$ cat src/common/tsitia_pkg.sv
// Constants and types for the ranging sensor two-wire target port
package tsitia_pkg;
    // ------------------------------------------------------------
    // Addressing
    // ------------------------------------------------------------
    localparam logic [6:0] DEV_ADDR7 = 7'h29;
    localparam logic [7:0] ADDR_WRITE = 8'h52;
    localparam logic [7:0] ADDR_READ = 8'h53;
    localparam logic DIR_WRITE = 1'h0;
    localparam logic DIR_READ = 1'h1;
    localparam logic [15:0] INDEX_RESET = 16'h0000;
    localparam logic [15:0] INDEX_STEP = 16'h0001;
    // ------------------------------------------------------------
    // Byte framing
    // ------------------------------------------------------------
    localparam int BYTE_BITS = 8;
    localparam logic [2:0] BIT_FIRST = 3'h0;
    localparam logic [2:0] BIT_LAST = 3'h7;
    localparam logic [2:0] BIT_STEP = 3'h1;
    localparam logic [7:0] BYTE_RESET = 8'h00;
    localparam int SYNC_STAGES = 2;
    // ------------------------------------------------------------
    // Timing
    // ------------------------------------------------------------
    localparam int CLK_HZ = 25000000;
    localparam int BUS_MAX_BPS = 1000000;
    // Shortest serial clock high time in ns, and the clock cycles it spans
    localparam int SCL_HIGH_MIN_NS = 260;
    localparam int CLK_PERIOD_NS = 1000000000 / CLK_HZ;
    localparam int SCL_HIGH_MIN_CYC = SCL_HIGH_MIN_NS / CLK_PERIOD_NS;
    localparam int CYC_PER_BIT = CLK_HZ / BUS_MAX_BPS;
    // ------------------------------------------------------------
    // Port states
    // ------------------------------------------------------------
    typedef enum logic [3:0] {
        S_IDLE,
        S_ADDR,
        S_IDX_HI,
        S_IDX_LO,
        S_WDATA,
        S_ACK,
        S_RDATA,
        S_HACK,
        S_RLOAD,
        S_IGNORE
    } tsitia_state_type;
endpackage : tsitia_pkg

$ cat src/verilog/tsitia_target.sv
// Two-wire target port with 16-bit register index and auto-increment
`timescale 1ns/100ps
// Summary of operation
// - Acknowledge address byte 0x52; low direction bit means master writes.
// - Address byte 0x53 means master reads from the sensor.
// - Master alone drives the clock and starts transfers, at most 1 Mbit/s.
// - Each transfer unit is one byte followed by one acknowledge slot.
// - Receiver samples on rising clock; transmitter holds data while clock high.
// - Start is data falling with clock high; stop is data rising with clock high.
// - Repeated start ends a message and begins another, accepted like stop.
// - Acknowledge own address by pulling data low; latch the direction bit.
// - Shift in each byte, acknowledge it, store it at the current index.
// - In reads load the indexed register, shift it out on falling edges.
// - Receiver acknowledges each byte: sensor on writes, host on reads.
// - Index increments by one after each data byte.
// - Lines are only pulled low, otherwise released to pull-ups.
// - No response in low-power idle while the comms enable is in use.
// - In low-power mode ignore traffic while comms enable is 0, accept at 1.
// - Interface reset pin pulse resets only the serial port logic.
module tsitia_target (
    // Clock and reset
    input wire logic i_clk,
    input wire logic i_reset,
    // Serial pins
    input wire logic i_scl,
    input wire logic i_sda,
    output logic o_sda_out,
    output logic o_sda_oe,
    // Control pins and power state
    input wire logic i_port_reset_pin,
    input wire logic i_lowpower_comms_enable,
    input wire logic i_low_power_idle_state,
    // Sensor register side
    output logic [15:0] o_index,
    output logic o_wr_strobe,
    output logic [15:0] o_wr_index,
    output logic [7:0] o_wr_data,
    output logic o_rd_strobe,
    input wire logic [7:0] i_rd_data
);
    // ------------------------------------------------------------
    // Input synchronisers
    // ------------------------------------------------------------
    logic [tsitia_pkg::SYNC_STAGES-1:0] scl_sync;
    logic [tsitia_pkg::SYNC_STAGES-1:0] sda_sync;
    logic [tsitia_pkg::SYNC_STAGES-1:0] rstpin_sync;
    logic [tsitia_pkg::SYNC_STAGES-1:0] lpce_sync;
    logic scl_q;
    logic sda_q;
    logic scl_s;
    logic sda_s;

    always_ff @(posedge i_clk) begin
        if (i_reset) begin
            scl_sync <= '1;
            sda_sync <= '1;
            rstpin_sync <= '0;
            lpce_sync <= '1;
            scl_q <= 1'h1;
            sda_q <= 1'h1;
        end else begin
            scl_sync <= {scl_sync[0], i_scl};
            sda_sync <= {sda_sync[0], i_sda};
            rstpin_sync <= {rstpin_sync[0], i_port_reset_pin};
            lpce_sync <= {lpce_sync[0], i_lowpower_comms_enable};
            scl_q <= scl_sync[1];
            sda_q <= sda_sync[1];
        end
    end

    assign scl_s = scl_sync[1];
    assign sda_s = sda_sync[1];

    // ------------------------------------------------------------
    // Bus events
    // ------------------------------------------------------------
    logic port_rst;
    logic blocked;
    logic scl_rise;
    logic scl_fall;
    logic start_det;
    logic stop_det;

    // Pin held high keeps only this port in reset; the sensor core is untouched
    assign port_rst = i_reset | rstpin_sync[1];
    assign blocked = i_low_power_idle_state & ~lpce_sync[1];
    assign scl_rise = scl_s & ~scl_q;
    assign scl_fall = ~scl_s & scl_q;
    assign start_det = scl_s & scl_q & sda_q & ~sda_s;
    assign stop_det = scl_s & scl_q & ~sda_q & sda_s;

    // ------------------------------------------------------------
    // Protocol state
    // ------------------------------------------------------------
    tsitia_pkg::tsitia_state_type state;
    tsitia_pkg::tsitia_state_type ret;
    logic [2:0] cnt;
    logic [7:0] shift;
    logic oe;
    logic dir;
    logic [15:0] index;
    logic wr_strobe;
    logic [15:0] wr_index;
    logic [7:0] wr_data;
    logic rd_strobe;

    tsitia_pkg::tsitia_state_type next_state;
    tsitia_pkg::tsitia_state_type next_ret;
    logic [2:0] next_cnt;
    logic [7:0] next_shift;
    logic next_oe;
    logic next_dir;
    logic [15:0] next_index;
    logic next_wr_strobe;
    logic [15:0] next_wr_index;
    logic [7:0] next_wr_data;
    logic next_rd_strobe;
    logic [7:0] byte_in;

    assign byte_in = {shift[6:0], sda_s};

    always_comb begin
        logic do_load;
        do_load = 1'h0;
        next_state = state;
        next_ret = ret;
        next_cnt = cnt;
        next_shift = shift;
        next_oe = oe;
        next_dir = dir;
        next_index = index;
        next_wr_strobe = 1'h0;
        next_wr_index = wr_index;
        next_wr_data = wr_data;
        next_rd_strobe = 1'h0;
        if (blocked) begin
            next_state = tsitia_pkg::S_IDLE;
            next_oe = 1'h0;
        end else if (start_det) begin
            next_state = tsitia_pkg::S_ADDR;
            next_cnt = tsitia_pkg::BIT_FIRST;
            next_oe = 1'h0;
        end else if (stop_det) begin
            next_state = tsitia_pkg::S_IDLE;
            next_oe = 1'h0;
        end else begin
            case (state)
                tsitia_pkg::S_ADDR,
                tsitia_pkg::S_IDX_HI,
                tsitia_pkg::S_IDX_LO,
                tsitia_pkg::S_WDATA: begin
                    if (scl_rise) begin
                        next_shift = byte_in;
                        next_cnt = cnt + tsitia_pkg::BIT_STEP;
                        if (cnt == tsitia_pkg::BIT_LAST) begin
                            next_state = tsitia_pkg::S_ACK;
                            if (state == tsitia_pkg::S_ADDR) begin
                                if (byte_in[7:1] == tsitia_pkg::DEV_ADDR7) begin
                                    next_dir = byte_in[0];
                                    next_ret = byte_in[0] ? tsitia_pkg::S_RLOAD
                                                          : tsitia_pkg::S_IDX_HI;
                                end else begin
                                    next_state = tsitia_pkg::S_IGNORE;
                                end
                            end else if (state == tsitia_pkg::S_IDX_HI) begin
                                next_index[15:8] = byte_in;
                                next_ret = tsitia_pkg::S_IDX_LO;
                            end else if (state == tsitia_pkg::S_IDX_LO) begin
                                next_index[7:0] = byte_in;
                                next_ret = tsitia_pkg::S_WDATA;
                            end else begin
                                next_wr_strobe = 1'h1;
                                next_wr_data = byte_in;
                                next_wr_index = index;
                                next_index = index + tsitia_pkg::INDEX_STEP;
                                next_ret = tsitia_pkg::S_WDATA;
                            end
                        end
                    end
                end
                tsitia_pkg::S_ACK: begin
                    if (scl_fall) begin
                        if (!oe) begin
                            next_oe = 1'h1;
                        end else begin
                            next_oe = 1'h0;
                            next_cnt = tsitia_pkg::BIT_FIRST;
                            if (ret == tsitia_pkg::S_RLOAD) begin
                                do_load = 1'h1;
                            end else begin
                                next_state = ret;
                            end
                        end
                    end
                end
                tsitia_pkg::S_RDATA: begin
                    if (scl_fall) begin
                        next_shift = {shift[6:0], 1'h0};
                        next_oe = ~shift[6];
                    end
                    if (scl_rise) begin
                        next_cnt = cnt + tsitia_pkg::BIT_STEP;
                        if (cnt == tsitia_pkg::BIT_LAST) begin
                            next_state = tsitia_pkg::S_HACK;
                        end
                    end
                end
                tsitia_pkg::S_HACK: begin
                    // Release so the host can drive its acknowledge
                    if (scl_fall) begin
                        next_oe = 1'h0;
                    end
                    if (scl_rise) begin
                        next_index = index + tsitia_pkg::INDEX_STEP;
                        next_state = sda_s ? tsitia_pkg::S_IGNORE
                                           : tsitia_pkg::S_RLOAD;
                    end
                end
                tsitia_pkg::S_RLOAD: begin
                    if (scl_fall) begin
                        do_load = 1'h1;
                    end
                end
                tsitia_pkg::S_IDLE,
                tsitia_pkg::S_IGNORE: begin
                    next_oe = 1'h0;
                end
                default: begin
                    next_state = tsitia_pkg::S_IDLE;
                    next_oe = 1'h0;
                end
            endcase
            if (do_load) begin
                next_shift = i_rd_data;
                next_oe = ~i_rd_data[7];
                next_rd_strobe = 1'h1;
                next_cnt = tsitia_pkg::BIT_FIRST;
                next_state = tsitia_pkg::S_RDATA;
            end
        end
    end

    always_ff @(posedge i_clk) begin
        if (port_rst) begin
            state <= tsitia_pkg::S_IDLE;
            ret <= tsitia_pkg::S_IDLE;
            cnt <= tsitia_pkg::BIT_FIRST;
            shift <= tsitia_pkg::BYTE_RESET;
            oe <= 1'h0;
            dir <= tsitia_pkg::DIR_WRITE;
            index <= tsitia_pkg::INDEX_RESET;
            wr_strobe <= 1'h0;
            wr_index <= tsitia_pkg::INDEX_RESET;
            wr_data <= tsitia_pkg::BYTE_RESET;
            rd_strobe <= 1'h0;
        end else begin
            state <= next_state;
            ret <= next_ret;
            cnt <= next_cnt;
            shift <= next_shift;
            oe <= next_oe;
            dir <= next_dir;
            index <= next_index;
            wr_strobe <= next_wr_strobe;
            wr_index <= next_wr_index;
            wr_data <= next_wr_data;
            rd_strobe <= next_rd_strobe;
        end
    end

    // ------------------------------------------------------------
    // Outputs
    // ------------------------------------------------------------
    // Open drain: the pad only ever sees a low drive value
    assign o_sda_out = 1'h0;
    assign o_sda_oe = oe;
    assign o_index = index;
    assign o_wr_strobe = wr_strobe;
    assign o_wr_index = wr_index;
    assign o_wr_data = wr_data;
    assign o_rd_strobe = rd_strobe;

    // ------------------------------------------------------------
    // Assertions
    // ------------------------------------------------------------
    a_drive_on_fall: assert property (@(posedge i_clk) disable iff (port_rst)
        $rose(oe) |-> $past(scl_fall))
        else $error("Data drive began away from a clock fall");

    a_quiet_blocked: assert property (@(posedge i_clk) disable iff (port_rst)
        blocked |=> !oe && state == tsitia_pkg::S_IDLE)
        else $error("Port answered while comms were disabled");

    a_start_addr: assert property (@(posedge i_clk) disable iff (port_rst)
        start_det && !blocked |=> state == tsitia_pkg::S_ADDR && cnt == tsitia_pkg::BIT_FIRST)
        else $error("Start did not open address phase");

    a_stop_idle: assert property (@(posedge i_clk) disable iff (port_rst)
        stop_det && !blocked |=> state == tsitia_pkg::S_IDLE && !oe)
        else $error("Stop did not return port to idle");

    a_addr_write: assert property (@(posedge i_clk) disable iff (port_rst)
        state == tsitia_pkg::S_ADDR && scl_rise && cnt == tsitia_pkg::BIT_LAST
        && byte_in == tsitia_pkg::ADDR_WRITE && !blocked && !start_det && !stop_det
        |=> state == tsitia_pkg::S_ACK && dir == tsitia_pkg::DIR_WRITE
        && ret == tsitia_pkg::S_IDX_HI)
        else $error("Write address not accepted");

    a_addr_read: assert property (@(posedge i_clk) disable iff (port_rst)
        state == tsitia_pkg::S_ADDR && scl_rise && cnt == tsitia_pkg::BIT_LAST
        && byte_in == tsitia_pkg::ADDR_READ && !blocked && !start_det && !stop_det
        |=> dir == tsitia_pkg::DIR_READ && ret == tsitia_pkg::S_RLOAD)
        else $error("Read address not accepted");

    a_foreign_addr: assert property (@(posedge i_clk) disable iff (port_rst)
        state == tsitia_pkg::S_ADDR && scl_rise && cnt == tsitia_pkg::BIT_LAST
        && byte_in[7:1] != tsitia_pkg::DEV_ADDR7 && !blocked && !start_det && !stop_det
        |=> state == tsitia_pkg::S_IGNORE && !oe)
        else $error("Foreign address was not ignored");

    a_write_step: assert property (@(posedge i_clk) disable iff (port_rst)
        wr_strobe |-> index == wr_index + tsitia_pkg::INDEX_STEP
        && wr_data == $past(byte_in))
        else $error("Written byte or index step wrong");

    a_read_load: assert property (@(posedge i_clk) disable iff (port_rst)
        rd_strobe |-> state == tsitia_pkg::S_RDATA && shift == $past(i_rd_data)
        && oe == ~shift[7])
        else $error("Read byte not loaded onto the line");

    a_index_high: assert property (@(posedge i_clk) disable iff (port_rst)
        state == tsitia_pkg::S_IDX_HI && scl_rise && cnt == tsitia_pkg::BIT_LAST
        && !blocked && !start_det && !stop_det
        |=> index[15:8] == $past(byte_in) && ret == tsitia_pkg::S_IDX_LO)
        else $error("Index high byte not captured first");

    a_pin_reset: assert property (@(posedge i_clk)
        rstpin_sync[1] |=> state == tsitia_pkg::S_IDLE && !oe
        && index == tsitia_pkg::INDEX_RESET)
        else $error("Reset pin did not clear port");
endmodule : tsitia_target

$ cat config.mk
export PLATFORM = sky130hd
export DESIGN_NAME = tsitia_target
export DESIGN_NICKNAME = d
export VERILOG_FILES = /design/src/common/tsitia_pkg.sv /design/src/verilog/tsitia_target.sv
export SDC_FILE = /design/constraint.sdc
export NUM_CORES = 1
export LEC_CHECK = 0
export BUFFER_PORTS_ARGS = -buffer_cell sky130_fd_sc_hd__buf_2
export CORE_MARGIN = 5
export CORE_UTILIZATION = 45
export CTS_CLUSTER_DIAMETER = 40
export DETAILED_ROUTE_END_ITERATION = 10
export PLACE_DENSITY = 0.73
export SLEW_MARGIN = 15
export SYNTH_ARGS = -nofsm -noshare
export SYNTH_HDL_FRONTEND = slang
export SYNTH_SLANG_ARGS = --single-unit
$ cat constraint.sdc
create_clock -name i_clk -period 4.7 [get_ports i_clk]
set_input_delay 0.47 -clock i_clk [delete_from_list [all_inputs] [get_ports i_clk]]
set_output_delay 0.47 -clock i_clk [all_outputs]
set_load 0.1 [all_outputs]
# After elaboration in Yosys (flattened, before gate mapping)
# Index checks and enable logic that the tools add are counted.
# W data, S select, Z words.
# classes
n_addsub	2
n_eq_ne	49
muxes	55
n_bitwise	26
n_reduce_logical	22
# ops
operator	n
$mux W16	4
$reduce_and A9 Y1	6
$mux W4	13
$ne A5 B5 Y1 const B	8
$ne A3 B3 Y1 const B	11
$mux W8	4
$pmux W16 S2	1
$mux W3	8
$ne A2 B2 Y1 const B	11
$mux W7	3
$pmux W4 S5	1
$mux W1	17
$not A1 Y1	17
$add A16 B1 Y16 const B	1
$eq A4 B3 Y1 const B	4
$reduce_or A5 Y1	3
$pmux W7 S2	1
$eq A4 B4 Y1 const B	3
$reduce_and A6 Y1	2
$reduce_or A9 Y1	1
$and A1 B1 Y1	8
$eq A4 B2 Y1 const B	2
$ne A4 B1 Y1 const B	2
$ne A4 B4 Y1 const B	2
18 further kinds	21
# totals
reg_bits	71
inputBits	15
output_inout_bits	44
elab_cells	173

# Logic depth before layout (Yosys ltp)
# Gate-level depths: netlist of the first run.
# depth
ltp_word	11
depth_mapped	8
ltp_nobuf	7

# Worst setup path after synthesis of the first run
# No wires, ideal clock.
# synth_timing
path_type	reg2reg
from	register index[0], in the netlist o_index[0]
to	register index[14], in the netlist o_index[14]
setup_time_ns	0.060
arrival_time_ns	2.502
required_time_ns	4.640
setup_slack_ns	2.137
path_stages_with_launch	7
path_buffers	0
period_less_slack_ns	2.563
path_cell_list	dfxtp_1 > ha_1 > nand3_1 > nor4_1 > nand4_1 > a21oi_1 > o221a_2
# synth_via
elab_chain_cells	7
elab_cells_between_ends	8
cone_classes	add/sub (1); mux (7)
# synth_lines
element	line_no	rtl
start, declared	tsitia_target.sv:101	logic [15:0] index;
start signal, assigned	tsitia_target.sv:251	index <= tsitia_pkg::INDEX_RESET;
start signal, assigned	tsitia_target.sv:263	index <= next_index;
$add A16 B1 Y16 (*)	tsitia_target.sv:175, tsitia_target.sv:214	
$mux W8	tsitia_target.sv:168	end else if (state == tsitia_pkg::S_IDX_LO) begin
$mux W8	tsitia_target.sv:165	end else if (state == tsitia_pkg::S_IDX_HI) begin
$mux W16	tsitia_target.sv:157	if (state == tsitia_pkg::S_ADDR) begin
$mux W16	tsitia_target.sv:155	if (cnt == tsitia_pkg::BIT_LAST) begin
$mux W16	tsitia_target.sv:152	if (scl_rise) begin
$pmux W16 S2 (*)	tsitia_target.sv:147	case (state)
# Mark *: on every way between the ends. The rest lies on a longest branch, timed or not. The select of a mux whose other input is x is not followed.
# A chain may end at the register's enable or synchronous reset.

# Worst setup path in the final report of the first run
# layout_timing
from	register state[1]
to	register wr_index[14], in the netlist o_wr_index[14]
# layout_via
elab_chain_cells	3
elab_cells_between_ends	9
cone_classes	eq/ne (4); bitwise (3); reduce/logical (2)
# layout_lines
element	line_no	rtl
start, declared	tsitia_target.sv:95	tsitia_pkg::tsitia_state_type state;
start signal, assigned	tsitia_target.sv:245	state <= tsitia_pkg::S_IDLE;
start signal, assigned	tsitia_target.sv:257	state <= next_state;
$eq A4 B1 Y1, or another cell as far along	tsitia_target.sv:147, tsitia_target.sv:157	
$reduce_or A4 Y1 or $not A1 Y1 (tied branches)	n/a	
$reduce_and A9 Y1 (no source line) (*)	n/a	
end signal, assigned	tsitia_target.sv:253	wr_index <= tsitia_pkg::INDEX_RESET;
end signal, assigned	tsitia_target.sv:265	wr_index <= next_wr_index;
end, declared	tsitia_target.sv:103	logic [15:0] wr_index;
# Mark *: on every way between the ends. The rest lies on a longest branch, timed or not.

==> flow_summary.ini, run 1 <==
[drt]
drt_iter0_markers = 221
wl_um = 9250
post_drt_wl_per_cell_um = 15.7
via_per_inst = 5.83
vias = 3437
antenna_left = 0
drc = 0
first_pass_iters = 5

[yosys]
yosysTopAreaCellShare_pct = 37.9
yosys_most_used_dff = dfxtp_1
synth_area_mm2 = 0.00375
yosys_warnings = 0
synth_cell_types = 70
async_flop_share_pct = 0
synthCells = 440
synth_seq_cells = 71
synth_most_common_cell = dfxtp_1
ys_seq_area_share_pct = 37.9
syn-num-nets = 458
synth_edf_count = 0
synth_common_cells = dfxtp_1, nor2_1, a21oi_1
synth_area_leaders = dfxtp_1, mux2i_1, nor2_1
syn_avg_cell_area_um2 = 8.51
yosys.area.top_type = dfxtp_1

[finish]
diodes = 0
synthToLayoutAreaGrowth_pct = 12.8
drive_gt1_share_pct = 21.2
nets = 498

[setup_path]
start_kind = flop
critPathKind = reg2reg
crit_path_end_kind = flop
cp_max_fo = 25
crit_required_ns = 4.90
arrival_ns = 2.90

[power_and_ir_drop]
swShare_pct = 31.2
finalPower_mw = 1.39
power_frac_clock_pct = 34.7
max-vdd-ir-drop_mv = 0.260
p_switching_uw = 434
p_per_area_mw_per_mm2 = 329
p_leak_nw = 1.58
p_comb_share_pct = 17.1
seq_power_share_pct = 48.2
cell_internal_pwr_uw = 957

[clock_tree]
clock_sinks = 71
root_buffer = clkbuf_8
cts_tree = built
cts_resized = 0
cts_setup_buffers = 0
cts_hold_buffers = 0
clock_latency_ns = 0.35
h-tree-depth = 3
path_clk_slew_ns = 0.08
cts_buffer_depth = 2
numCtsBuffers = 9

[worst_hold_path]
worst_hold_path_type = in2reg

[grt]
grt_pass1_wl_um = 15400
grt_pass1_vias = 3176
overflow = 0
grt_usage_pct = 18.5
antenna_found_initial = 0
grt_max_degree = 49

[status]
status = finished, final reports clean

[timing]
finalHoldViolations = 0
hold_ws_ns = 0.300
fin_crit_ns = 2.70
fmax_mhz = 371
rsz0062_at_grt = false
timing.final.crit_share_pct = 57.4
slew_violations = 0
slew-limit-headroom_pct = 31.9
worst_slew_pin_slew_ns = 1.01
setup_viol = 0
finClkSkew_ns = 0.00851
tns_ns = 0

[floorplan]
fp.dieW_um = 101
start_util_pct = 45.8
dieHeight_um = 101
fp.coreArea_mm2 = 0.00818
num_rows = 33
ios = 59
dieArea_mm2 = 0.0102

[placement]
io_buffers = 57
gp_congestion = 0.897
hpwlAfterDp_um = 6340

[run]
drv_cap = 0
path summary, 6_finish.rpt:
kind	from	end	slack [ns]	cells after the start
worst min-delay path	i_lowpower_comms_enable	lpce_sync[0]	0.30	2
worst min register to register	sda_sync[0]	sda_sync[1]	0.41	1
worst max-delay path	state[1]	o_wr_index[14]	2.00	5
worst max register to register	state[1]	o_wr_index[14]	2.00	5
flip-flops by register name (all words and copies together), names as in the netlist:
| register | count |
|---|---|
| rstpin_sync | 2 |
| o_sda_oe | 1 |
| o_wr_index | 16 |
| o_rd_strobe | 1 |
| state | 4 |
| lpce_sync | 2 |
| ret | 4 |
| shift | 7 |
| scl_sync | 2 |
| cnt | 3 |
| o_index | 16 |
| o_wr_strobe | 1 |
| o_wr_data | 8 |
| sda_sync | 2 |
| sda_q | 1 |
| scl_q | 1 |
layer usage:
metal	routed length (um)	up-vias	part of all wire (%)	global-route usage, %
met3	745	13	8.1	4.13
met5	0	-	0	0
met4	163	0	1.8	7.16
li1	-	1682	-	-
met1	4020	1607	43	23.7
met2	4320	135	47	30.4
final cells by class:
type,count,area (um2)
fillers,763,3950
repair buffers,58,293
clock buffers,10,128
inverters,5,18.8
well taps,105,131
clock inverters,6,70.1
flip-flops and latches,71,1420
multi-input cells,335,2160
cells by family (layout without fill, tap and decap cells):
family | after synthesis | after routing | synth area share [%]
XOR/XNOR | 2 | 2 | 0.468
buffers and inverters | 34 | 79 | 4.28
multiplexers | 36 | 36 | 9.82
adder cells (fa/ha/maj) | 4 | 4 | 1.27
other | 1 | 1 | 0.100
AO/OA/AOI/OAI | 105 | 105 | 18.6
AND/OR/NAND/NOR | 187 | 187 | 27.6
flip-flops | 71 | 71 | 37.9
cell usage in the layout (no fill, tap or decap), types with 10 or more instances in the layout:
cell type	instances
a21oi_1	36
buf_2	57
dfxtp_1	71
mux2i_1	30
nand2_1	31
nand3_1	14
nor2_1	51
nor2b_1	12
nor3_1	10
o21ai_0	20
or2_2	10
per-stage QoR:
step	utilization, %	cells	area [um2]	setup WS (ns)
3_5_place_dp	49.3	574	4030	2.07
2_1_floorplan	-	440	3750	2.14
4_1_cts	51.7	590	4230	2.07
5_1_grt	51.7	590	4230	1.84
3_3_place_gp	49.3	574	4030	2.20
6_report	51.7	590	4230	2.00
worst max-delay path: stages (launching register included):
cell and delay, ns:
dfxtp_1 0.91, nor2_1 0.30, mux2i_1 0.24, nor2_4 0.74, mux2i_1 0.27, nor2_1 0.06
power by group through the flow:
stage / Combinational [mW] / Clock (mW) / Sequential [mW]
6_report: 0.238 / 0.482 / 0.671
5_1_grt: 0.257 / 0.524 / 0.674
4_1_cts: 0.235 / 0.493 / 0.667
3_5_place_dp: 0.234 / 0 / 0.682
3_3_place_gp: 0.230 / 0 / 0.679
2_1_floorplan: 0.204 / 0 / 0.658
No activity file was read; power rests on OpenSTA's default activity.
==> inputs of run 2 (changes only) <==
clock period = 2.75 ns   (was 4.7 ns; I/O delays follow)
==> flow_summary.ini, run 2 (synthesized netlist as in run 1, its figures left out) <==
[status]
status = finished, final reports clean

[floorplan]
ios = 59
dieArea_mm2 = 0.0102
fp.dieW_um = 101
dieHeight_um = 101
fp.coreArea_mm2 = 0.00818
num_rows = 33
start_util_pct = 45.8

[finish]
n_fill_cell = 775
synthToLayoutAreaGrowth_pct = 15.3
multi_input_area_mm2 = 0.00216
final_common_cell = dfxtp_1
regArea_mm2 = 0.00142
final_cell_area_mm2 = 0.00432
nets = 509
final_cell_mix = dfxtp_1, buf_2, nor2_1, a21oi_1, nand2_1
final_cells = 601
drive_gt1_share_pct = 23.2
fin_util_pct = 52.8
diodes = 0

[drt]
first_pass_iters = 5
wl_um = 9550
post_drt_wl_per_cell_um = 15.9
vias = 3526
wl_met3_um = 604
drt_iter0_markers = 211
wl_met2_um = 4420
drc = 0
via_per_inst = 5.87
wl_met1_um = 4220
antenna_left = 0
routed.top_layer = met4

[power_and_ir_drop]
max-vdd-ir-drop_mv = 0.402
power_frac_clock_pct = 34.6
p_per_area_mw_per_mm2 = 556
p_leak_nw = 1.65
p_comb_share_pct = 18.8
finalPower_mw = 2.40
p_switching_uw = 755
swShare_pct = 31.4
cell_internal_pwr_mw = 1.65
seq_power_share_pct = 46.6

[grt]
grt_max_degree = 37
grt_usage_pct = 19.2
grt_pass1_vias = 3280
antenna_found_initial = 0
grt_pass1_wl_um = 15800
overflow = 0

[placement]
placed_area_mm2 = 0.00412
io_buffers = 57
hpwlAfterDp_um = 6800
gp_congestion = 0.941
placed_cells = 585
pre_cts_ws_ns = 0.543

[clock_tree]
cts_setup_buffers = 0
cts_tree = built
h-tree-depth = 3
numCtsBuffers = 9
clock_sinks = 71
cts_buffer_depth = 2
root_buffer = clkbuf_8
cts_hold_buffers = 0
cts_resized = 0
clock_latency_ns = 0.36
path_clk_slew_ns = 0.07

[setup_path]
crit_required_ns = 2.98
r2r_end = ret[0]
worstReg2RegStart = state[2]
critPathKind = reg2reg
crit_path_end_kind = flop
regToRegSetupSlack_ns = 0.50
arrival_ns = 2.48
start_kind = flop
reg2regPathDepth = 6
cp_max_fo = 15

[timing]
finalHoldViolations = 0
slew-limit-headroom_pct = 52.1
worst_slack_ns = 0.497
setup_viol = 0
fmax_mhz = 444
fin_crit_ns = 2.25
tns_ns = 0
timing.final.crit_share_pct = 81.9
finClkSkew_ns = 0.0148
slew_violations = 0
rsz0062_at_grt = false
worst_slew_pin_slew_ns = 0.713
hold_ws_ns = 0.0978

[worst_hold_path]
min_delay_path_depth = 2
holdCritStartpoint = i_scl
worst_hold_path_type = in2reg
whs_endpoint = scl_sync[0]

[run]
drv_cap = 0
run 2: cell count changes in the layout (fill, tap and decap cells not counted), sizes merged:
| cell | delta |
|---|---|
| buf | +11 |
| inv | +1 |
| clkinvlp | -2 |
| clkbuf | -1 |
| clkinv | +2 |
run 2: final cells by class:
| class | instances | share of cell area [%] |
|---|---|---|
| clock buffer | 9 | 2.87 |
| clock inverter | 7 | 1.62 |
| inverter | 5 | 0.435 |
| multi-input combinational | 335 | 50.1 |
| sequential | 71 | 32.9 |
| tap | 105 | 3.04 |
| timing repair buffer | 69 | 8.98 |
run 2: worst max path at each step:
stage / from / endpoint / slack (ns) / cells past startpoint
5_1_grt: state[1] / shift[2] / 0.27 / 5
6_report: state[2] / ret[0] / 0.50 / 6
3_3_place_gp: state[2] / ret[1] / 0.52 / 6
4_1_cts: state[1] / shift[6] / 0.52 / 5
3_5_place_dp: state[2] / ret[3] / 0.54 / 6
2_1_floorplan: o_index[0] / o_index[14] / 0.19 / 6
run 2: metal layers:
layer / GRT usage [%] / vias to the layer above
li1: - / 1700
met3: 5.03 / 31
met2: 30.0 / 129
met5: 0 / -
met4: 9.30 / 0
met1: 24.6 / 1666
run 2: critical path, cell delays in order (launching register included):
cell and delay, ns:
dfxtp_1 0.47, buf_4 0.26, or4b_1 0.57, a21oi_1 0.31, or3_1 0.27, mux2i_1 0.20
nor2_1 0.05
run 2: power by group through the flow:
stage | logic (mW) | clock network (mW) | registers (mW)
after floorplan | 0.349 | 0 | 1.13
after global placement | 0.435 | 0 | 1.14
after detailed placement | 0.443 | 0 | 1.14
after CTS | 0.444 | 0.850 | 1.11
after global routing | 0.485 | 0.910 | 1.13
final | 0.452 | 0.832 | 1.12
==> inputs of run 3 (changes only) <==
clock period = 2.3 ns   (was 2.75 ns; I/O delays follow)
==> flow_summary.ini, run 3 (synthesized netlist as in run 1, its figures left out) <==
[clock_tree]
cts_resized = 0
numCtsBuffers = 9
cts_tree = built
root_buffer = clkbuf_8
path_clk_slew_ns = 0.08
cts_buffer_depth = 2
cts_setup_buffers = 0
clock_sinks = 71
clock_latency_ns = 0.36
cts_hold_buffers = 0
h-tree-depth = 3

[finish]
multi_input_area_mm2 = 0.00217
final_cell_mix = dfxtp_1, buf_2, nor2_1, a21oi_1, nand2_1
final_common_cell = dfxtp_1
regArea_mm2 = 0.00143
fin_util_pct = 54.7
synthToLayoutAreaGrowth_pct = 19.4
nets = 524
diodes = 0
final_cell_area_mm2 = 0.00447
drive_gt1_share_pct = 27.0
n_fill_cell = 734

[timing]
worst_slew_pin_slew_ns = 0.522
finClkSkew_ns = 0.0110
fin_crit_ns = 2.13
fmax_mhz = 469
worst_slack_ns = 0.166
hold_ws_ns = 0.0563
slew_violations = 0
setup_viol = 0
rsz0062_at_grt = false
slew-limit-headroom_pct = 64.9
finalHoldViolations = 0
timing.final.crit_share_pct = 92.8

[drt]
drc = 0
first_pass_iters = 5
wl_um = 9910
drt_iter0_markers = 220
post_drt_wl_per_cell_um = 16.1
vias = 3560
antenna_left = 0
via_per_inst = 5.78

[floorplan]
fp.coreArea_mm2 = 0.00818
dieArea_mm2 = 0.0102
fp.dieW_um = 101
num_rows = 33
dieHeight_um = 101
start_util_pct = 45.8
ios = 59

[run]
drv_cap = 0

[grt]
antenna_found_initial = 0
overflow = 0
grt_usage_pct = 19.8
grt_pass1_vias = 3349
grt_pass1_wl_um = 16100
grt_max_degree = 36

[worst_hold_path]
min_delay_path_depth = 2
whs_endpoint = sda_sync[0]
holdCritStartpoint = i_sda
worst_hold_path_type = in2reg

[setup_path]
reg2regPathDepth = 5
arrival_ns = 2.38
r2r_end = shift[2]
regToRegSetupSlack_ns = 0.17
critPathKind = reg2reg
cp_max_fo = 10
worstReg2RegStart = scl_q
slowest_delay_ns = 0.62
path_cells = or3b_1 -> or4_4 -> nand3_1 -> a21oi_1 -> mux2_2
critPathSlowestCell = or4_4
start_kind = flop
crit_required_ns = 2.55
crit_path_end_kind = flop

[power_and_ir_drop]
finalPower_mw = 3.07
max-vdd-ir-drop_mv = 0.581
p_leak_nw = 1.74
p_per_area_mw_per_mm2 = 686

[placement]
hpwlAfterDp_um = 6980
gp_congestion = 0.949
placed_area_mm2 = 0.00425
pre_cts_ws_ns = 0.0844
io_buffers = 57

[status]
status = finished, final reports clean
run 3: cell count changes in the layout (fill, tap and decap cells not counted), sizes merged:
cell and change:
buf +15, bufinv +1, clkinv +1, clkinvlp -1, inv -1
run 3: report_power, final:
part | switching (mW) | internal [mW] | total (mW)
clock network | 0.494 | 0.614 | 1.11
logic | 0.371 | 0.274 | 0.645
registers | 0.0563 | 1.26 | 1.31
total | 0.922 | 2.15 | 3.07
run 3: how the worst max path moves through the flow:
stage | from | end
final | scl_q | shift[2]
after global routing | state[0] | state[1]
after CTS | cnt[0] | o_index[2]
after detailed placement | cnt[0] | o_index[2]
after global placement | state[1] | shift[2]
after floorplan | o_index[3] | o_index[14]
run 3: final cells by class:
type	count	area share [%]
timing repair buffer	84	11.2
sequential	71	32.0
inverter	5	0.419
clock buffer	9	2.77
tap	105	2.94
clock inverter	7	2.15
multi-input combinational	335	48.5
run 3: worst max-delay path, delay by kind of cell (launching register included):
family           cells  cell delay [ns]
AND/OR/NAND/NOR      3             1.19
flip-flops           1             0.50
multiplexers         1             0.27
AO/OA/AOI/OAI        1             0.07
run 3: routing by layer:
metal / part of all wire, % / vias to the layer above / wire, um / track usage, %
met3: 7.3 / 34 / 721 / 4.96
li1: - / 1735 / - / -
met4: 3.9 / 0 / 390 / 10.8
met2: 46 / 132 / 4550 / 31.1
met5: 0 / - / 0 / 0
met1: 43 / 1659 / 4250 / 24.9
run 3: through the flow:
stage	TNS [ns]	instances
after CTS	0	616
after global routing	0	616
after detailed placement	0	600
after floorplan	-0.0359	440
final	0	616
after global placement	0	600
